[src/hw/dnp_pkg.sv]
// Contract
// - Hit/miss uses programmed page size, not DRAM's
// - Page bits follow page size and port width
// - 2 KB page: 9 lines+4 strobes at 32-bit
// - Set mask bits drop address bits from matching
// - Control value 57h: 8-bit, 1 KB, burst, R/W
// - Page size steers row/column pin multiplexing
// - Normal mode: fresh row then column every time
// - Row, write strobe, row strobe, column, column strobe
// - Nonburst if size fits port; starts with start strobe
// - Wait for bank's row precharge before starting
// - Other bank never waits for precharge
// - Fastest transfer three clocks; timing register slows
// - Read and write timing identical, data direction differs
// - First clock: row, write strobe, size, start strobe
// - Row strobe, then column address, then column strobe
// - Internal acknowledge one clock before completion
// - Completion: capture data, negate ack and strobes
// - Same-bank follow-on starts two clocks after end
// - Page hit compares bits 31 down to 9+code
`default_nettype none
package dnp_pkg;
	// Register byte addresses on the AXI4-Lite slave
	localparam logic [7:0] ADDR_TIMING = 8'h00;
	localparam logic [7:0] ADDR_CTRL0  = 8'h04;
	localparam logic [7:0] ADDR_CTRL1  = 8'h08;
	localparam logic [7:0] ADDR_MASK0  = 8'h0C;
	localparam logic [7:0] ADDR_MASK1  = 8'h10;
	localparam logic [7:0] ADDR_BASE0  = 8'h14;
	localparam logic [7:0] ADDR_BASE1  = 8'h18;
	localparam logic [7:0] ADDR_STATUS = 8'h1C;
	localparam logic [31:0] REG_RST    = 32'h0000_0000;
	// Bank control fields
	localparam int CTRL_WE_BIT   = 0;
	localparam int CTRL_RE_BIT   = 1;
	localparam int CTRL_BURST_BIT = 2;
	localparam int CTRL_FPM_BIT  = 3;
	localparam int CTRL_PS_LSB   = 4;
	localparam int CTRL_PORT_LSB = 6;
	// Timing fields: extra clocks beyond the fastest setting
	localparam int TIM_RP_LSB  = 0;
	localparam int TIM_RCD_LSB = 2;
	localparam int TIM_CAS_LSB = 4;
	localparam logic [1:0] PORT_32 = 2'h0;
	localparam logic [1:0] PORT_8  = 2'h1;
	localparam logic [1:0] PORT_16 = 2'h2;
	localparam logic [1:0] PAGE_512 = 2'h0;
	localparam logic [1:0] PAGE_1K  = 2'h1;
	localparam logic [1:0] PAGE_2K  = 2'h2;
	localparam logic [1:0] SIZ_LONG = 2'h0;
	localparam logic [1:0] SIZ_BYTE = 2'h1;
	localparam logic [1:0] SIZ_WORD = 2'h2;
	localparam logic [1:0] SIZ_LINE = 2'h3;
	localparam logic [31:0] BANK_CMP_BITS = 32'hFFFE_0000;
	localparam int ROW_LSB  = 9;
	localparam int ROW_W    = 19;
	localparam int PAGE_LSB_MIN = 9;
	// Precharge load: 1.5 clocks rounds to two idle clocks between end and restart
	localparam logic [2:0] PRECH_LOAD_BASE = 3'h1;
	localparam int NUM_BANKS = 2;

	typedef struct packed {
		logic [31:0]                 timing;
		logic [NUM_BANKS-1:0][31:0]  ctrl;
		logic [NUM_BANKS-1:0][31:0]  mask;
		logic [NUM_BANKS-1:0][31:0]  base;
	} dnp_cfg_s;

	typedef struct packed {
		logic [31:0] addr;
		logic        write;
		logic [1:0]  size;
		logic [31:0] wdata;
	} dnp_req_s;
endpackage : dnp_pkg
`default_nettype wire

[src/hw/dnp_precharge.sv]
`default_nettype none
// Per-bank row precharge timers; a bank is busy while its count is nonzero
module dnp_precharge (
	input  wire logic                          aclk,
	input  wire logic                          aresetn,
	input  wire logic [dnp_pkg::NUM_BANKS-1:0] load,
	input  wire logic [2:0]                    load_val,
	output logic      [dnp_pkg::NUM_BANKS-1:0] busy
);
	import dnp_pkg::*;

	genvar b;
	generate
		for (b = 0; b < NUM_BANKS; b++) begin : g_bank
			logic [2:0] cnt_reg;
			logic [2:0] cnt_next;
			// Only the bank just closed reloads; the others run down on their own
			assign cnt_next = load[b] ? load_val : (cnt_reg != 3'h0) ? cnt_reg - 3'h1 : cnt_reg;
			always_ff @(posedge aclk) begin
				if (!aresetn) cnt_reg <= 3'h0;
				else cnt_reg <= cnt_next;
			end
			assign busy[b] = (cnt_reg != 3'h0);
		end
	endgenerate
endmodule : dnp_precharge
`default_nettype wire

[src/hw/dnp_axil_regs.sv]
`default_nettype none
// AXI4-Lite register slave; unmapped or read-only writes answer SLVERR
module dnp_axil_regs (
	input  wire logic              aclk,
	input  wire logic              aresetn,
	input  wire logic [7:0]        s_axi_awaddr,
	input  wire logic              s_axi_awvalid,
	output logic                   s_axi_awready,
	input  wire logic [31:0]       s_axi_wdata,
	input  wire logic [3:0]        s_axi_wstrb,
	input  wire logic              s_axi_wvalid,
	output logic                   s_axi_wready,
	output logic [1:0]             s_axi_bresp,
	output logic                   s_axi_bvalid,
	input  wire logic              s_axi_bready,
	input  wire logic [7:0]        s_axi_araddr,
	input  wire logic              s_axi_arvalid,
	output logic                   s_axi_arready,
	output logic [31:0]            s_axi_rdata,
	output logic [1:0]             s_axi_rresp,
	output logic                   s_axi_rvalid,
	input  wire logic              s_axi_rready,
	input  wire logic [31:0]       status,
	output dnp_pkg::dnp_cfg_s      cfg
);
	import dnp_pkg::*;

	logic [7:0]       aw_addr_reg;
	logic             aw_full_reg;
	logic [31:0]      w_data_reg;
	logic [3:0]       w_strb_reg;
	logic             w_full_reg;
	logic [6:0][31:0] regs_reg;
	logic             do_write;
	logic [2:0]       w_idx;
	logic             w_ok;
	logic             r_ok;

	// Address byte 1C is status (read only); everything past it is unmapped
	assign w_idx = aw_addr_reg[4:2];
	assign w_ok = (aw_addr_reg[7:5] == 3'h0) && (aw_addr_reg[1:0] == 2'h0) && (w_idx != 3'h7);
	assign r_ok = (s_axi_araddr[7:5] == 3'h0) && (s_axi_araddr[1:0] == 2'h0);
	assign s_axi_awready = !aw_full_reg && !s_axi_bvalid;
	assign s_axi_wready = !w_full_reg && !s_axi_bvalid;
	assign s_axi_arready = !s_axi_rvalid;
	assign do_write = aw_full_reg && w_full_reg && !s_axi_bvalid;
	assign cfg = '{timing: regs_reg[0], ctrl: {regs_reg[2], regs_reg[1]},
		mask: {regs_reg[4], regs_reg[3]}, base: {regs_reg[6], regs_reg[5]}};

	// Address and data are taken in either order; response once both are in
	always_ff @(posedge aclk) begin
		if (!aresetn) begin
			aw_full_reg <= 1'b0;
			w_full_reg <= 1'b0;
			s_axi_bvalid <= 1'b0;
			s_axi_bresp <= 2'h0;
			aw_addr_reg <= 8'h00;
			w_data_reg <= 32'h0000_0000;
			w_strb_reg <= 4'h0;
			regs_reg <= {7{REG_RST}};
		end else begin
			if (s_axi_awvalid && s_axi_awready) begin
				aw_addr_reg <= s_axi_awaddr;
				aw_full_reg <= 1'b1;
			end
			if (s_axi_wvalid && s_axi_wready) begin
				w_data_reg <= s_axi_wdata;
				w_strb_reg <= s_axi_wstrb;
				w_full_reg <= 1'b1;
			end
			if (do_write) begin
				for (int i = 0; i < 4; i++) begin
					if (w_ok && w_strb_reg[i]) regs_reg[w_idx][8*i +: 8] <= w_data_reg[8*i +: 8];
				end
				aw_full_reg <= 1'b0;
				w_full_reg <= 1'b0;
				s_axi_bvalid <= 1'b1;
				s_axi_bresp <= w_ok ? 2'h0 : 2'h2;
			end else if (s_axi_bready) begin
				s_axi_bvalid <= 1'b0;
			end
		end
	end

	// Reads answer one clock after the address is taken
	always_ff @(posedge aclk) begin
		if (!aresetn) begin
			s_axi_rvalid <= 1'b0;
			s_axi_rdata <= 32'h0000_0000;
			s_axi_rresp <= 2'h0;
		end else if (s_axi_arvalid && s_axi_arready) begin
			s_axi_rvalid <= 1'b1;
			s_axi_rresp <= r_ok ? 2'h0 : 2'h2;
			s_axi_rdata <= !r_ok ? 32'h0000_0000 :
				(s_axi_araddr[4:2] == 3'h7) ? status : regs_reg[s_axi_araddr[4:2]];
		end else if (s_axi_rready) begin
			s_axi_rvalid <= 1'b0;
		end
	end
endmodule : dnp_axil_regs
`default_nettype wire

[src/hw/dnp_ctrl.sv]
// Implementation choices: the register addresses and the AXI4-Lite register port.
`default_nettype none
// Normal-mode DRAM controller: two banks, nonburst transfers, page sizing
module dnp_ctrl (
	input  wire logic                       aclk,
	input  wire logic                       aresetn,
	// AXI4-Lite register slave
	input  wire logic [7:0]                 s_axi_awaddr,
	input  wire logic                       s_axi_awvalid,
	output logic                            s_axi_awready,
	input  wire logic [31:0]                s_axi_wdata,
	input  wire logic [3:0]                 s_axi_wstrb,
	input  wire logic                       s_axi_wvalid,
	output logic                            s_axi_wready,
	output logic [1:0]                      s_axi_bresp,
	output logic                            s_axi_bvalid,
	input  wire logic                       s_axi_bready,
	input  wire logic [7:0]                 s_axi_araddr,
	input  wire logic                       s_axi_arvalid,
	output logic                            s_axi_arready,
	output logic [31:0]                     s_axi_rdata,
	output logic [1:0]                      s_axi_rresp,
	output logic                            s_axi_rvalid,
	input  wire logic                       s_axi_rready,
	// Core request side
	input  wire logic                       core_req_valid,
	input  wire dnp_pkg::dnp_req_s          core_req,
	output logic                            core_req_ready,
	output logic                            core_err,
	output logic                            transfer_ack_internal,
	output logic [31:0]                     core_rdata,
	output logic                            core_rdata_valid,
	// DRAM pins; dram_addr bit 0 is address pin 9
	output logic [dnp_pkg::ROW_W-1:0]       dram_addr,
	output logic [dnp_pkg::NUM_BANKS-1:0]   ras_n,
	output logic [3:0]                      cas_n,
	output logic                            dram_write_strobe,
	output logic                            transfer_start_n,
	output logic [1:0]                      transfer_size_code,
	input  wire logic [31:0]                dram_data_in,
	output logic [31:0]                     dram_data_out,
	output logic                            dram_data_oe_n
);
	import dnp_pkg::*;

	typedef enum logic [1:0] {ST_IDLE, ST_ROW, ST_RAS, ST_CAS} dnp_state_e;

	////////////////////////////////////////////////////////////////////////////
	// Decode functions

	// Bank match over the unmasked compare bits; bank must allow some access
	function automatic logic bank_match(input logic [31:0] addr, input logic [31:0] base,
		input logic [31:0] mask, input logic [31:0] ctrl);
		logic [31:0] diff;
		diff = (addr ^ base) & BANK_CMP_BITS & ~mask;
		return (diff == 32'h0000_0000) && (ctrl[CTRL_RE_BIT] || ctrl[CTRL_WE_BIT]);
	endfunction : bank_match

	// Operand fits the port: one DRAM cycle, no burst
	function automatic logic fits_port(input logic [1:0] port, input logic [1:0] size);
		logic ok;
		ok = 1'b0;
		unique case (port)
			PORT_8:  ok = (size == SIZ_BYTE);
			PORT_16: ok = (size == SIZ_BYTE) || (size == SIZ_WORD);
			PORT_32: ok = (size != SIZ_LINE);
			default: ok = 1'b0;
		endcase
		return ok;
	endfunction : fits_port

	// Lowest address bit that lies inside a page for this port width
	function automatic int page_lsb(input logic [1:0] port);
		return (port == PORT_32) ? 2 : (port == PORT_16) ? 1 : 0;
	endfunction : page_lsb

	// Column word: page bits packed from pin (9+page code) upward, rest keep row
	function automatic logic [ROW_W-1:0] col_mux(input logic [31:0] addr,
		input logic [1:0] ps, input logic [1:0] port);
		logic [ROW_W-1:0] col;
		int lo;
		int n;
		int bottom;
		col = addr[ROW_LSB +: ROW_W];
		lo = page_lsb(port);
		bottom = int'(ps);
		n = PAGE_LSB_MIN + int'(ps) - lo;
		for (int i = 0; i < ROW_W; i++) begin
			if (i >= bottom && i < bottom + n) col[i] = addr[lo + i - bottom];
		end
		return col;
	endfunction : col_mux

	// Byte lanes, big endian: strobe 0 serves the top byte lane
	function automatic logic [3:0] lane_mask(input logic [1:0] port, input logic [1:0] size,
		input logic [1:0] a);
		logic [3:0] m;
		m = 4'h0;
		unique case (port)
			PORT_8:  m = 4'h1;
			PORT_16: m = (size == SIZ_WORD) ? 4'h3 : (a[0] ? 4'h2 : 4'h1);
			PORT_32: m = (size == SIZ_LONG) ? 4'hF :
				(size == SIZ_WORD) ? (a[1] ? 4'hC : 4'h3) : (4'h1 << a);
			default: m = 4'h0;
		endcase
		return m;
	endfunction : lane_mask

	// Right-justify read data taken from the port's lanes
	function automatic logic [31:0] read_align(input logic [31:0] din, input logic [1:0] port,
		input logic [1:0] size, input logic [1:0] a);
		logic [1:0] off;
		logic [31:0] r;
		off = (port == PORT_32) ? a : (port == PORT_16) ? {1'b0, a[0]} : 2'h0;
		unique case (size)
			SIZ_BYTE: r = {24'h00_0000, din[8*(3-int'(off)) +: 8]};
			SIZ_WORD: r = {16'h0000, (off[1] ? din[15:0] : din[31:16])};
			default:  r = din;
		endcase
		return r;
	endfunction : read_align

	// Page hit over address bits 31 down to 9 plus the page code
	function automatic logic page_hit(input logic [31:0] a, input logic [31:0] b,
		input logic [1:0] ps);
		logic [31:0] m;
		m = 32'hFFFF_FE00 << ps;
		return ((a ^ b) & m) == 32'h0000_0000;
	endfunction : page_hit

	////////////////////////////////////////////////////////////////////////////
	// Registers and precharge timers

	dnp_cfg_s              cfg;
	logic [31:0]           status;
	logic [NUM_BANKS-1:0]  prech_busy;
	logic [NUM_BANKS-1:0]  prech_load;
	logic [2:0]            prech_val;

	dnp_axil_regs u_regs (
		.aclk          (aclk),
		.aresetn       (aresetn),
		.s_axi_awaddr  (s_axi_awaddr),
		.s_axi_awvalid (s_axi_awvalid),
		.s_axi_awready (s_axi_awready),
		.s_axi_wdata   (s_axi_wdata),
		.s_axi_wstrb   (s_axi_wstrb),
		.s_axi_wvalid  (s_axi_wvalid),
		.s_axi_wready  (s_axi_wready),
		.s_axi_bresp   (s_axi_bresp),
		.s_axi_bvalid  (s_axi_bvalid),
		.s_axi_bready  (s_axi_bready),
		.s_axi_araddr  (s_axi_araddr),
		.s_axi_arvalid (s_axi_arvalid),
		.s_axi_arready (s_axi_arready),
		.s_axi_rdata   (s_axi_rdata),
		.s_axi_rresp   (s_axi_rresp),
		.s_axi_rvalid  (s_axi_rvalid),
		.s_axi_rready  (s_axi_rready),
		.status        (status),
		.cfg           (cfg)
	);

	dnp_precharge u_prech (
		.aclk     (aclk),
		.aresetn  (aresetn),
		.load     (prech_load),
		.load_val (prech_val),
		.busy     (prech_busy)
	);

	////////////////////////////////////////////////////////////////////////////
	// Request decode

	dnp_state_e       state_reg;
	dnp_state_e       state_next;
	logic [1:0]       wcnt_reg;
	logic [1:0]       wcnt_next;
	dnp_req_s         req_reg;
	logic             bank_reg;
	logic [1:0]       port_reg;
	logic [1:0]       ps_reg;
	logic [NUM_BANKS-1:0][31:0] open_row_reg;
	logic [NUM_BANKS-1:0]       open_vld_reg;
	logic             last_hit_reg;
	logic             last_bank_reg;

	logic             hit0;
	logic             hit1;
	logic             any_hit;
	logic             sel_bank;
	logic [31:0]      sel_ctrl;
	logic [1:0]       sel_port;
	logic [1:0]       sel_ps;
	logic             sel_allowed;
	logic             legal;
	logic             idle;
	logic             accept;
	logic             reject;
	logic             last_cas;

	// Bank 0 wins if software overlaps the two banks
	assign hit0 = bank_match(core_req.addr, cfg.base[0], cfg.mask[0], cfg.ctrl[0]);
	assign hit1 = bank_match(core_req.addr, cfg.base[1], cfg.mask[1], cfg.ctrl[1]);
	assign any_hit = hit0 || hit1;
	assign sel_bank = !hit0;
	assign sel_ctrl = cfg.ctrl[sel_bank];
	assign sel_port = sel_ctrl[CTRL_PORT_LSB +: 2];
	assign sel_ps = sel_ctrl[CTRL_PS_LSB +: 2];
	assign sel_allowed = core_req.write ? sel_ctrl[CTRL_WE_BIT] : sel_ctrl[CTRL_RE_BIT];
	assign legal = any_hit && sel_allowed && fits_port(sel_port, core_req.size) && (sel_ps != 2'h3);
	assign idle = (state_reg == ST_IDLE);
	// A legal request stalls while a transfer runs or its own bank is precharging
	assign accept = core_req_valid && idle && legal && !prech_busy[sel_bank];
	// Bursts, misses and denied accesses are consumed with an error pulse
	assign reject = core_req_valid && idle && !legal;
	assign core_req_ready = accept || reject;
	assign core_err = reject;
	assign last_cas = (state_reg == ST_CAS) && (wcnt_reg == 2'h0);
	// Acknowledge stands in the clock before completion
	assign transfer_ack_internal = last_cas;

	////////////////////////////////////////////////////////////////////////////
	// Transfer sequencer: row, row strobe, column strobe, then back to idle

	always_comb begin
		state_next = state_reg;
		wcnt_next = wcnt_reg;
		unique case (state_reg)
			ST_IDLE: if (accept) state_next = ST_ROW;
			ST_ROW: begin
				state_next = ST_RAS;
				wcnt_next = cfg.timing[TIM_RCD_LSB +: 2];
			end
			ST_RAS: begin
				if (wcnt_reg == 2'h0) begin
					state_next = ST_CAS;
					wcnt_next = cfg.timing[TIM_CAS_LSB +: 2];
				end else begin
					wcnt_next = wcnt_reg - 2'h1;
				end
			end
			ST_CAS: begin
				if (wcnt_reg == 2'h0) state_next = ST_IDLE;
				else wcnt_next = wcnt_reg - 2'h1;
			end
		endcase
	end

	always_ff @(posedge aclk) begin
		if (!aresetn) begin
			state_reg <= ST_IDLE;
			wcnt_reg <= 2'h0;
		end else begin
			state_reg <= state_next;
			wcnt_reg <= wcnt_next;
		end
	end

	// Latch the request and its bank settings at acceptance
	always_ff @(posedge aclk) begin
		if (!aresetn) begin
			req_reg <= '0;
			bank_reg <= 1'b0;
			port_reg <= PORT_32;
			ps_reg <= PAGE_512;
		end else if (accept) begin
			req_reg <= core_req;
			bank_reg <= sel_bank;
			port_reg <= sel_port;
			ps_reg <= sel_ps;
		end
	end

	// Precharge starts as the strobes negate; timing register adds clocks
	assign prech_load = last_cas ? (NUM_BANKS'(1) << bank_reg) : '0;
	assign prech_val = PRECH_LOAD_BASE + {1'b0, cfg.timing[TIM_RP_LSB +: 2]};

	////////////////////////////////////////////////////////////////////////////
	// Pin drive, registered from the next state so pins change on the edge

	logic             in_row;
	logic             in_ras;
	logic             in_cas;
	logic [ROW_W-1:0] row_word;
	logic [ROW_W-1:0] col_word;
	logic [31:0]      wr_lanes;

	assign in_row = (state_next == ST_ROW);
	assign in_ras = (state_next == ST_RAS) || (state_next == ST_CAS);
	assign in_cas = (state_next == ST_CAS);
	assign row_word = in_row ? core_req.addr[ROW_LSB +: ROW_W] : req_reg.addr[ROW_LSB +: ROW_W];
	assign col_word = col_mux(req_reg.addr, ps_reg, port_reg);
	// Replicated operand lands on whichever lanes the strobes select
	assign wr_lanes = (req_reg.size == SIZ_BYTE) ? {4{req_reg.wdata[7:0]}} :
		(req_reg.size == SIZ_WORD) ? {2{req_reg.wdata[15:0]}} : req_reg.wdata;

	always_ff @(posedge aclk) begin
		if (!aresetn) begin
			transfer_start_n <= 1'b1;
			ras_n <= '1;
			cas_n <= 4'hF;
			dram_write_strobe <= 1'b1;
			transfer_size_code <= SIZ_LONG;
			dram_addr <= '0;
		end else begin
			transfer_start_n <= !in_row;
			// Row strobe of the open bank only; the other bank keeps precharging
			ras_n <= in_ras ? ~(NUM_BANKS'(1) << bank_reg) : '1;
			cas_n <= in_cas ? ~lane_mask(port_reg, req_reg.size, req_reg.addr[1:0]) : 4'hF;
			if (in_row) begin
				dram_addr <= row_word;
				dram_write_strobe <= !core_req.write;
				transfer_size_code <= core_req.size;
			end else if (in_ras) begin
				dram_addr <= col_word;
			end else begin
				dram_write_strobe <= 1'b1;
			end
		end
	end

	// Writes drive data from the row strobe phase on; reads leave the bus to the DRAM
	always_ff @(posedge aclk) begin
		if (!aresetn) begin
			dram_data_out <= 32'h0000_0000;
			dram_data_oe_n <= 1'b1;
		end else begin
			dram_data_out <= wr_lanes;
			dram_data_oe_n <= !(in_ras && req_reg.write);
		end
	end

	// Read data taken at the completing edge, no later: bus is released then
	always_ff @(posedge aclk) begin
		if (!aresetn) begin
			core_rdata <= 32'h0000_0000;
			core_rdata_valid <= 1'b0;
		end else begin
			core_rdata_valid <= last_cas && !req_reg.write;
			if (last_cas && !req_reg.write) begin
				core_rdata <= read_align(dram_data_in, port_reg, req_reg.size,
					req_reg.addr[1:0]);
			end
		end
	end

	////////////////////////////////////////////////////////////////////////////
	// Page tracking for status; normal mode still opens a fresh row each time

	always_ff @(posedge aclk) begin
		if (!aresetn) begin
			open_row_reg <= '0;
			open_vld_reg <= '0;
			last_hit_reg <= 1'b0;
			last_bank_reg <= 1'b0;
		end else if (accept) begin
			last_hit_reg <= open_vld_reg[sel_bank] &&
				page_hit(core_req.addr, open_row_reg[sel_bank], sel_ps);
			open_row_reg[sel_bank] <= core_req.addr;
			open_vld_reg[sel_bank] <= 1'b1;
			last_bank_reg <= sel_bank;
		end
	end

	// Status: busy, last bank, last page hit, per-bank precharge, state
	assign status = {25'h0, state_reg, prech_busy, last_hit_reg, last_bank_reg, !idle};
endmodule : dnp_ctrl
`default_nettype wire

[config.mk]
export PLATFORM = sky130hd
export DESIGN_NAME = dnp_ctrl
export DESIGN_NICKNAME = d
export VERILOG_FILES = /design/src/hw/dnp_pkg.sv /design/src/hw/dnp_precharge.sv /design/src/hw/dnp_axil_regs.sv /design/src/hw/dnp_ctrl.sv
export SDC_FILE = /design/constraint.sdc
export NUM_CORES = 1
export LEC_CHECK = 0
export BUFFER_PORTS_ARGS = -buffer_cell sky130_fd_sc_hd__buf_4
export CAP_MARGIN = 20
export CELL_PAD_IN_SITES_DETAIL_PLACEMENT = 0
export CELL_PAD_IN_SITES_GLOBAL_PLACEMENT = 2
export CORE_UTILIZATION = 36
export DETAILED_ROUTE_END_ITERATION = 12
export PLACE_DENSITY_LB_ADDON = 0.1
export RECOVER_POWER = 100
export SLEW_MARGIN = 10
export SYNTH_ARGS = -nofsm -noshare
export SYNTH_HDL_FRONTEND = slang
export SYNTH_SLANG_ARGS = --single-unit
export TNS_END_PERCENT = 10
[constraint.sdc]
create_clock -name aclk -period 4.35 [get_ports aclk]
set_clock_uncertainty 0.05 [all_clocks]
set_input_delay 0.2175 -clock aclk [delete_from_list [all_inputs] [get_ports aclk]]
set_output_delay 0.2175 -clock aclk [all_outputs]
set_load 0.02 [all_outputs]
; ---- Yosys cells after proc, flatten, opt, wreduce, memory -nomap -nowiden
; Cells that the tools add are included.
[op_classes]
addsub = 45
n_lt_le_gt_ge = 46
eq_ne = 20
n_shift = 4
n_mux = 154
bitwise_logic = 12
reduce_logical = 74
[ops]
columns = op, n
row1 = $mux 224, 10
row2 = $bwmux 224, 4
row3 = $demux 32 s3, 4
row4 = $mux 32, 9
row5 = $and 32x32->32, 3
row6 = $bmux 32 s3, 1
row7 = $logic_not 32->1, 3
row8 = $xor 32x32->32, 3
row9 = $bmux 1 s5, 19
row10 = $mux 1, 71
row11 = $bwmux 64, 1
row12 = $not 32->32, 2
row13 = $pmux 32 s2, 1
row14 = $lt 5x7->1 const A, 8
row15 = $lt 6x7->1 const B, 8
row16 = $sub 5x2->6, 9
row17 = $add 2x4->5 const B, 8
row18 = $mux 19, 2
row19 = $demux 32 s1, 1
row20 = $logic_and 1x1->1, 32
row21 = $mux 16, 2
row22 = $shiftx 32x6->8, 1
row23 = $shl 32x2->32 const A, 1
row24 = $lt 4x7->1 const A, 4
row25 = 57 further kinds, 148
[totals]
reg_bits = 552

; ---- Longest topological paths before layout
; Gate-level depths: netlist (run 1).
[depth]
ltp_word = 19
ltp_mapped = 17

; ---- Cells and area by module
; From an unflattened synthesis (run 1), not the netlist that was laid out.
[unflattened]
cells_unflattened = 2563
area_unflattened_um2 = 25465.7
[modules_own_cells]
columns = mod, n_inst, cells_per_inst, area_per_inst_um2, seq_area_each_um2
row1 = dnp_axil_regs, 1, 1248, 13419.1, 6125.9
row2 = dnp_ctrl, 1, 1274, 11657.4, 4404.2
row3 = dnp_precharge, 1, 41, 389.1, 120.1

; ---- Worst setup path before layout (run 1)
; No wires, ideal clock.
[synth_path]
kind = register to register
start = register port_reg[1]
end = register dram_addr[4] (netlist name)
setup_time_ns = 0.070
arrival_ns = 3.914
required_ns = 4.230
path_slack_ns = 0.315
stages_incl_launch_ff = 17
path_buffers = 3
synth_period_minus_slack_ns = 4.035
cell_sequence = dfxtp_1 > nor2_1 > inv_1 > fa_1 > clkbuf_1 > clkbuf_1 > inv_1 > ha_1 > a21oi_1 > or3_1 > and2_1 > clkbuf_1 > or3_1 > nand2_1 > o211ai_1 > a21o_1 > a21oi_1
[synth_between]
elab_chain_len = 11
word_cells_on_any_way = 15
classes_between = add/sub: 4 / order compare: 1 / eq/ne: 1 / mux: 8 / reduce/logical: 1
[synth_rtl]
columns = element, line
row1 = from (decl), dnp_ctrl.sv:181  ; logic [1:0] port_reg;
row2 = from (signal assigned), dnp_ctrl.sv:270  ; port_reg <= sel_port;
row3 = $eq 2x2->1, dnp_ctrl.sv:74  ; return (port == PORT_32) ? 2 : (port == PORT_16) ? 1 : 0;
row4 = $mux 1, dnp_ctrl.sv:74
row5 = $mux 2 (*), dnp_ctrl.sv:74
row6 = $add 2x3->4, dnp_ctrl.sv:89  ; if (i >= bottom && i < bottom + n) col[i] = addr[lo + i - bottom];
row7 = $sub 4x2->5, dnp_ctrl.sv:89
row8 = $bmux 1 s5, dnp_ctrl.sv:89
row9 = $mux 1 (implied by the code) (2 in a row), dnp_ctrl.sv:89
row10 = $mux 1 (*), dnp_ctrl.sv:89
row11 = $mux 19 (*), dnp_ctrl.sv:315  ; end else if (in_ras) begin
row12 = $mux 19 (*), dnp_ctrl.sv:311  ; if (in_row) begin
row13 = to (signal assigned), dnp_ctrl.sv:312  ; dram_addr <= row_word;
row14 = to (signal assigned), dnp_ctrl.sv:316  ; dram_addr <= col_word;
row15 = to (decl), dnp_ctrl.sv:34  ; output logic [dnp_pkg::ROW_W-1:0] dram_addr,
; Every way passes the cells marked *; elsewhere a longest branch is shown, timed or not. The select of a mux whose other input is x is not followed.
; A chain may end at the register's enable or synchronous reset.

; ---- Worst setup path after layout (run 1)
[layout_path]
start = register u_regs.aw_addr_reg[7]
end = register u_regs.regs_reg (netlist bit u_regs.cfg[56])
[layout_between]
elab_chain_len = 17
word_cells_on_any_way = 20
classes_between = mux: 13 / reduce/logical: 7
[layout_rtl]
columns = element, line
row1 = from (decl), dnp_axil_regs.sv:28  ; logic [7:0] aw_addr_reg;
row2 = from (signal assigned), dnp_axil_regs.sv:63  ; aw_addr_reg <= s_axi_awaddr;
row3 = $logic_not 3->1 (*), dnp_axil_regs.sv:41  ; assign w_ok = (aw_addr_reg[7:5] == 3'h0) && (aw_addr_reg[1:0] == 2'h0) && (w_idx != 3'h7);
row4 = $logic_and 1x1->1 (*) (2 in a row), dnp_axil_regs.sv:41
row5 = $logic_and 1x1->1, dnp_axil_regs.sv:73  ; if (w_ok && w_strb_reg[i]) regs_reg[w_idx][8*i +: 8] <= w_data_reg[8*i +: 8];
row6 = $mux 224, dnp_axil_regs.sv:73
row7 = $mux 224, dnp_axil_regs.sv:71  ; if (do_write) begin
row8 = $mux 224, dnp_axil_regs.sv:52  ; if (!aresetn) begin
row9 = $bwmux 224, dnp_axil_regs.sv:73
row10 = $mux 224, dnp_axil_regs.sv:73
row11 = $mux 224, dnp_axil_regs.sv:71
row12 = $mux 224, dnp_axil_regs.sv:52
row13 = $bwmux 224, dnp_axil_regs.sv:73
row14 = $mux 224, dnp_axil_regs.sv:73
row15 = $mux 224, dnp_axil_regs.sv:71
row16 = $mux 224, dnp_axil_regs.sv:52
row17 = $bwmux 224, dnp_axil_regs.sv:73
row18 = $mux 224 (*), dnp_axil_regs.sv:73
row19 = to (signal assigned), dnp_axil_regs.sv:60  ; regs_reg <= {7{REG_RST}};
row20 = "to (signal, indexed assignment)", dnp_axil_regs.sv:73
row21 = to (decl), dnp_axil_regs.sv:33  ; logic [6:0][31:0] regs_reg;
; Marked as above.

==> flow_summary.toml, run 1 <==
[finish]
drive_above_1_share = 0.1218
final_cell_mix = "556 x nand2_1, 532 x dfxtp_1, 341 x a21oi_1, 262 x nor2_1, 253 x mux2i_1"
areaGrowthSynthToFinish_pct = 23.09
final.fill_count = 6693
design_area_sq_mm = 0.03012
final_nets = 3348
final_cells = 4084
final_common_cell = "nand2_1"
largest_reg_flops = 224

[critical_path]
cp_common_cell = "nand2_1"
ff2ff_path_depth = 7
crit_type = "flip-flop to flip-flop"
ff2ff_setup_slack_ps = 520
cp_slowest_cell = "clkbuf_1"
r2r_start = "u_regs.aw_addr_reg[7]"
critPathCaptureType = "flip-flop"
crit_required_ps = 4700
worstPathCellList = "or4_1, nor4_1, and2_0, clkbuf_1, nand2_1, nand2_1, a21oi_1"
start_kind = "flip-flop"
reg2reg_to = "u_regs.cfg[56]"
crit_path_max_fanout = 26
cpPeakStageDelay_ps = 940
worst-endpoint-arrival_ps = 4180

[synthesis]
synth.area.mux_share = 0.1675
ys_ff_latch = 532
async_reset_ff_frac = 0
synth_area_per_cell_sq_um = 8.647
synth_compound_area_frac = 0.1278
synth.distinct_cells = 73
synthAdderAreaFrac = 0.01626
yosysTopAreaCell = "dfxtp_1"
ys_warn_count = 0
synth.cell_area_sq_mm = 0.02447
synth-edff-count = 0
synthSimpleGateAreaFrac = 0.1826
synth_area_leaders = "dfxtp_1 44%, mux2i_1 10%, nand2_1 8.5%"
synth_top_family_by_area = "simple AND/OR/NAND/NOR gates"
syn_inst = 2830
yosysTopAreaCellShare = 0.4352
ys.flop_type = "dfxtp_1"
yosysSeqAreaShare = 0.4352
synth_xor_area_frac = 0.02260

[global_routing]
grt_max_degree = 158
grtUsageMet2 = 0.3900
grt_pass1_vias = 21280
met3_usage = 0.02942
top_usage_layer = "met2"
antenna_found_initial = 2
grt_pass1_wl_microns = 126300
met1_usage = 0.3087
grt_usage = 0.2329
gr-total-overflow = 0

[floorplan]
initial_core_util = 0.3644
row_count = 95
io_pins = 298
die_w_microns = 262.7
die-area_sq_mm = 0.06902
core_sq_mm = 0.06716
die_y_microns = 262.7

[pwr]
finalPower_mw = 10.84
p_comb_frac = 0.078
netSwitchingFraction = 0.2445
ir_drop_v = 0.0003135
p_switching_mw = 2.651
sequentialPowerShare = 0.461
power_leakage_nw = 11.70
internal_power_mw = 8.193
clkPwrFrac = 0.461
p_per_area_mw_per_mm2 = 360.1

[sta]
grt_setup_unrepaired = "no"
worst_pin_slew_ps = 3530
fin_tns_setup_ps = 0
timing.final.crit_share = 0.8797
maxSlewViolCount = 419
fin_crit_ps = 3827
relSlewSlack = -1.353
hold_violations = 0
setup_violations = 0
max_freq_mhz = 261.3

[drt]
drt-total-wl_microns = 82000
drc = 0
first_pass_iters = 5
ant_nets = 0
drtIter0Drc = 1358
via_per_inst = 5.204
via_count = 21250
wl_per_cell_microns = 20.08

[cts]
clk_pin_slew_ps = 60
cts_buffers = 60
cts_setup_buffers = 0
cts_sinks = 532
cts_tree = "yes"
clk_path_buf_depth = 3
clock_latency_ps = 640
htreeDepth = 2
root_buffer = "clkbuf_16"

[placement]
dpl.hpwl_microns = 56840
port_buffers = 295
place_area_sq_mm = 0.02722
place_congestion = 0.8724
dp_cells = 3815

[run_status]
status = "complete, but fails checks"
violations = "max-capacitance violations, max-slew violations"

[hold_path]
hp-class = "primary input to flip-flop"
hold_end = "open_vld_reg[1]"
whs_path_depth = 2
hold_path_startpoint = "aresetn"

[job]
max_cap_viol_count = 5
[power by group through the flow]
stage                     Combinational (mW)  Sequential, mW  Clock [mW]
after floorplan                        0.480            5.05           0
after global placement                 0.736            5.11           0
after detailed placement               0.743            5.11           0
after CTS                              0.861            5.00        5.14
after global routing                   0.921            5.01        5.34
final                                  0.841            5.00        5.00
[cell type report]
type | instances | area [sq um] | area share
sequential | 532 | 10650 | 0.3536
clock inverter | 14 | 131.4 | 0.004362
clock buffer | 98 | 1815 | 0.06028
multi-input combinational | 2018 | 12660 | 0.4203
antenna | 2 | 5.005 | 0.0001662
tap | 873 | 1092 | 0.03626
inverter | 52 | 202.7 | 0.006730
timing repair buffer | 495 | 3565 | 0.1183
[per-layer routing]
metal / vias up / share of wire
li1: 10350 / -
met1: 10270 / 0.45
met2: 496 / 0.47
met3: 134 / 0.042
met4: 0 / 0.029
met5: - / 0
[cells by family after synthesis]
kind of cell,count (synthesis)
compound gates,545
other cells,1
simple gates,1057
buf+inv,281
fa+ha+maj,30
xor+xnor,58
flops,532
mux,326
[cell usage after synthesis, drive strengths merged (17+ instances only)]
cell type	number
buf	59
nor3	17
ha	27
clkbuf	170
xnor2	45
a22o	18
nand2	556
inv	52
dfxtp	532
nand3	116
mux4	66
o22ai	22
nor2	266
a21oi	342
nand2b	19
mux2i	253
and2	28
a211oi	23
o21ai	74
[metrics by stage]
step | utilization | hold slack (ps) | setup slack (ps)
final | 0.4485 | 62.54 | 523.5
after global routing | 0.4485 | 60.15 | 185.3
after CTS | 0.4573 | 15.53 | 567.9
after detailed placement | 0.4054 | 365.3 | 702.7
after global placement | 0.4054 | 365.5 | 770.4
after floorplan | - | 266.5 | 315.4
[critical path, delay by kind of cell (launching register included)]
family	cells	cell delay, ps
buffers and inverters	1	940
and+or+nand+nor	5	2190
AOI/OAI and AO/OA	1	80
DFF	1	310
[worst max-delay path by stage]
stage                          start             end  slack, ps
2_1_floorplan            port_reg[1]    dram_addr[4]        320
5_1_grt        u_regs.aw_addr_reg[7]  u_regs.cfg[56]        190
3_3_place_gp             port_reg[1]    dram_addr[1]        770
4_1_cts              u_regs.cfg[128]  core_req_ready        570
6_report       u_regs.aw_addr_reg[7]  u_regs.cfg[56]        520
3_5_place_dp             port_reg[1]    dram_addr[1]        700
[repair_timing]
action	CTS	global route
resized for setup	0	0
hold buffers	154	0
hold endpoints to repair	214	0
setup endpoints to repair	0	0
(Power assumes the default switching activity.)
==> run 2: changes to the inputs <==
--- a/config.mk
+++ b/config.mk
@@ -11,6 +11,7 @@
 export CELL_PAD_IN_SITES_GLOBAL_PLACEMENT = 2
 export CORE_UTILIZATION = 36
 export DETAILED_ROUTE_END_ITERATION = 12
+export GPL_TIMING_DRIVEN = 0
 export PLACE_DENSITY_LB_ADDON = 0.1
 export RECOVER_POWER = 100
 export SLEW_MARGIN = 10
==> run 2 against run 1 <==
- the run now ends clean
- design area rose by 2.3%
- clock power grew 10%
- wire length up 15%
- largest power group is now clock
==> flow_summary.toml, run 2 (synthesis results as in run 1) <==
[run_status]
status = "finished clean"

[placement]
place_congestion = 0.9419
place_area_sq_mm = 0.02772
dp_slack_ps = -656.5
dpl.hpwl_microns = 72070
dp_cells = 3986
port_buffers = 277

[finish]
drive_above_1_share = 0.1118
final_cell_mix = "556 x nand2_1, 532 x dfxtp_1, 342 x a21oi_1, 337 x clkbuf_1, 264 x nor2_1"
post-route-util = 0.4586
multi_input_area_sq_mm = 0.01264
regArea_sq_mm = 0.01065
final.fill_count = 6766
final_cells = 4247
final_common_cell = "nand2_1"
areaGrowthSynthToFinish_pct = 25.86
largest_reg_flops = 224
design_area_sq_mm = 0.03080
final_nets = 3513

[drt]
wl_per_cell_microns = 22.16
drc = 0
first_pass_iters = 5
via_per_inst = 5.293
drt-total-wl_microns = 94110
ant_nets = 0
drtIter0Drc = 1298
via_count = 22480

[sta]
worst_pin_slew_ps = 1094
timing.hold.ws_ps = 27.97
max_freq_mhz = 239.8
relSlewSlack = 0.2645
worst_slack_ps = 179.2
fin_tns_setup_ps = 0
setup_violations = 0
timing.final.crit_share = 0.9588
maxSlewViolCount = 0
fin_crit_ps = 4171
grt_setup_unrepaired = "no"
hold_violations = 0

[hold_path]
whs_path_depth = 5
hold_end = "core_rdata[8]"
hold_path_startpoint = "dram_data_in[8]"
hp-class = "primary input to flip-flop"

[global_routing]
antenna_found_initial = 1
grt_usage = 0.2679
grt_max_degree = 17
grt_pass1_wl_microns = 140900
gr-total-overflow = 0
grt_pass1_vias = 22420

[pwr]
power_leakage_nw = 11.89
p_per_area_mw_per_mm2 = 371.7
ir_drop_v = 0.0002907
finalPower_mw = 11.45

[job]
max_cap_viol_count = 0

[cts]
root_buffer = "clkbuf_16"
clock_latency_ps = 660
cts_sinks = 532
cts_tree = "yes"
htreeDepth = 2
cts_buffers = 61
clk_pin_slew_ps = 60
clk_path_buf_depth = 3

[floorplan]
initial_core_util = 0.3644
core_sq_mm = 0.06716
die-area_sq_mm = 0.06902
io_pins = 298
row_count = 95
die_y_microns = 262.7
die_w_microns = 262.7

[critical_path]
critPathCaptureType = "output pin"
crit_family = "buffers and inverters"
ff2ff_path_depth = 16
critPathBufInv = 4
r2r_start = "port_reg[0]"
crit_type = "primary input to output pin"
reg2reg_to = "dram_addr[1]"
cpPeakStageDelay_ps = 860
crit_path_max_fanout = 10
cp_slowest_cell = "nor4_2"
ff2ff_setup_slack_ps = 310
crit_required_ps = 4080
worst-endpoint-arrival_ps = 3900
worstPathCellList = "dlygate4sd3_1, clkbuf_1, xnor2_1, o22ai_1, nor4_2, nand2_1, buf_2, o41a_1, o31a_2, nand2b_1, clkbuf_2"
start_kind = "primary input"
critPathLaunch = "core_req[55]"
[run 2: cell count changes in the layout (fill, tap and decap cells not counted), sizes merged]
cell	change
bufinv	+6
buf	-10
dlygate4sd3	-6
clkinv	+2
clkinvlp	+1
clkbuf	+170
[run 2: final cells by class]
class | instances | area share
Sequential cell | 532 | 0.3458
Tap cell | 873 | 0.03546
Multi-Input combinational cell | 2018 | 0.4103
Clock buffer | 88 | 0.05903
Timing Repair Buffer | 431 | 0.1007
Inverter | 52 | 0.006337
Clock inverter | 23 | 0.01093
Antenna cell | 2 | 0.0001625
Buffer | 228 | 0.03132
[run 2: metal layers]
metal / GRT usage / part of all wire
met5: 0 / 0
met4: 0.08219 / 0.027
met3: 0.02811 / 0.044
met1: 0.3421 / 0.44
met2: 0.4728 / 0.49
[run 2: worst max path at each step]
stage                          end  slack, ps  depth (start not counted)
CTS                   dram_addr[4]         40                         17
global placement     dram_addr[13]       -730                         16
detailed placement   dram_addr[13]       -660                         16
finish              core_req_ready        180                         11
global route        core_req_ready         30                         11
floorplan             dram_addr[4]        320                         16
[run 2: timing repair]
item,CTS,global route
resized for setup,6,7
setup buffers,0,0
endpoints found under the hold margin,204,0
endpoints found under the setup margin,16,9
hold buffers,148,0
[run 2: worst min-delay path, stage by stage]
cell	delay [ps]
buf_4	80
nand2_1	40
a21oi_1	160
a21oi_1	70
nor2_1	100
[run 2: power breakdown]
part           total [mW]  internal, mW  switching [mW]
clock                5.51          3.30            2.20
sequential           4.95          4.93          0.0206
combinational       0.996         0.386           0.611
==> run 3: changes to the inputs <==
==> constraint.sdc (replaced) <==
create_clock -name aclk -period 4.6 [get_ports aclk]
set_clock_uncertainty 0.05 [all_clocks]
set_input_delay 0.23 -clock aclk [delete_from_list [all_inputs] [get_ports aclk]]
set_output_delay 0.23 -clock aclk [all_outputs]
set_load 0.02 [all_outputs]
==> run 3 against run 2 <==
- global-route usage about the same
- non-clock buffer count decreased by 2
- worst hold slack improved by 5.6 ps
- sequential power down 5.5%
- count of clock-buffer cells in the layout stayed put
- via count fell by 0.18%
- critical endpoint is now dram_addr[6]
- design area decreased by 0.16%
- combinational power shrank 5.5%
- cell count hardly changed
- die area stayed put
- sequential cell count is the same
- setup slack improved by 81 ps
==> flow_summary.toml, run 3 (synthesis results as in run 1) <==
[sta]
timing.final.crit_share = 0.9434
fin_tns_setup_ps = 0
max_freq_mhz = 230.4
worst_pin_slew_ps = 1084
setup_violations = 0
worst_slack_ps = 260.2
hold_violations = 0
grt_setup_unrepaired = "no"
maxSlewViolCount = 0
fin_crit_ps = 4340
relSlewSlack = 0.2700

[placement]
place_congestion = 0.9419
dpl.hpwl_microns = 72070
dp_slack_ps = -406.5
port_buffers = 277
place_area_sq_mm = 0.02772

[floorplan]
die_y_microns = 262.7
die-area_sq_mm = 0.06902
io_pins = 298
die_w_microns = 262.7
row_count = 95
core_sq_mm = 0.06716
initial_core_util = 0.3644

[cts]
cts_buffers = 61
clock_latency_ps = 660
htreeDepth = 2
clk_pin_slew_ps = 60
cts_sinks = 532
root_buffer = "clkbuf_16"
cts_tree = "yes"
clk_path_buf_depth = 3

[pwr]
finalPower_mw = 10.83
power_leakage_nw = 11.87
ir_drop_v = 0.0002752
p_per_area_mw_per_mm2 = 352.1

[job]
max_cap_viol_count = 0

[drt]
drtIter0Drc = 1349
drc = 0
drt-total-wl_microns = 94140
wl_per_cell_microns = 22.18
first_pass_iters = 7
ant_nets = 0
via_count = 22440
via_per_inst = 5.286

[critical_path]
critPathBufInv = 5
critPathCaptureType = "flip-flop"
r2r_start = "port_reg[1]"
cpPeakStageDelay_ps = 580
crit_family = "simple AND/OR/NAND/NOR gates"
reg2reg_to = "dram_addr[6]"
crit_path_max_fanout = 10
worst-endpoint-arrival_ps = 4770
worstPathCellList = "nor2_2, inv_1, fa_1, clkbuf_2, clkbuf_4, inv_1, ha_1, a21oi_1, or3_1, and2_0, clkbuf_1, nor3_1, mux2i_1, o21ai_0, nand2_1, a21oi_1"
ff2ff_path_depth = 16
crit_required_ps = 5030
ff2ff_setup_slack_ps = 260
start_kind = "flip-flop"
cp_slowest_cell = "fa_1"
crit_type = "flip-flop to flip-flop"

[hold_path]
hp-class = "primary input to flip-flop"
whs_path_depth = 5
hold_end = "core_rdata[12]"
hold_path_startpoint = "dram_data_in[12]"

[global_routing]
gr-total-overflow = 0
grt_pass1_vias = 22410
grt_max_degree = 17
antenna_found_initial = 1
grt_pass1_wl_microns = 140900
grt_usage = 0.2678

[finish]
final_common_cell = "nand2_1"
largest_reg_flops = 224
final_nets = 3511
final_cell_mix = "556 x nand2_1, 532 x dfxtp_1, 341 x clkbuf_1, 341 x a21oi_1, 264 x nor2_1"
post-route-util = 0.4579
design_area_sq_mm = 0.03075
drive_above_1_share = 0.1116
areaGrowthSynthToFinish_pct = 25.66

[run_status]
status = "finished clean"
## run 3: changes by cell type in the layout (fill, tap and decap cells not counted), sizes merged
cell,previous run,this run
dlygate4sd3,148,145
clkbuf,419,425
buf,180,175
## run 3: worst max path at each step
stage | startpoint | end | slack (ps) | depth (start not counted)
after floorplan | port_reg[1] | dram_addr[4] | 570 | 16
after global routing | port_reg[1] | dram_addr[6] | 20 | 16
after global placement | port_reg[1] | dram_addr[13] | -480 | 16
after detailed placement | port_reg[1] | dram_addr[13] | -410 | 16
final | port_reg[1] | dram_addr[6] | 260 | 16
after CTS | port_reg[1] | dram_addr[13] | 60 | 16
## run 3: through the flow
stage                     hold slack (ps)  instances
after detailed placement            362.7       3986
after floorplan                     279.0       2831
final                               33.58       4245
after global routing                63.75       4244
after global placement              360.7       3981
after CTS                           7.908       4242
## run 3: layout make-up
class,count,area (sq um)
diodes,2,5.005
clock buffers,88,1818
fillers,6766,36410
inverters,52,195.2
well taps,873,1092
multi-input cells,2018,12640
repair buffers,428,3073
flip-flops and latches,532,10650
plain buffers,229,943.4
clock inverters,23,336.6
## run 3: repair_timing
item,in CTS,in global routing
buffers inserted,0,0
hold endpoints to repair,197,0
endpoints found under the setup margin,12,9
gates resized for setup,2,5
hold buffers,145,0
## run 3: power breakdown
group / switching [mW] / internal [mW] / total, mW
sequential: 0.0197 / 4.66 / 4.68
combinational: 0.578 / 0.363 / 0.941
clock: 2.08 / 3.12 / 5.21
total: 2.68 / 8.15 / 10.8
## run 3: worst reg2reg max path, delay by kind of cell, from the launching register on
kind	cells	cell delay (ps)
and+or+nand+nor	5	1160
AOI/OAI and AO/OA	3	270
adders and majority gates	2	850
muxes	1	410
buffers and inverters	5	1060
DFF	1	380
## run 3: routing by layer
layer	global-route usage	share of wire	routed length (microns)	vias to the layer above
li1	-	-	-	10710
met1	0.3417	0.44	41240	10990
met2	0.4726	0.49	46490	603
met3	0.02877	0.041	3861	132
met4	0.08251	0.027	2545	0
met5	0	0	0	-
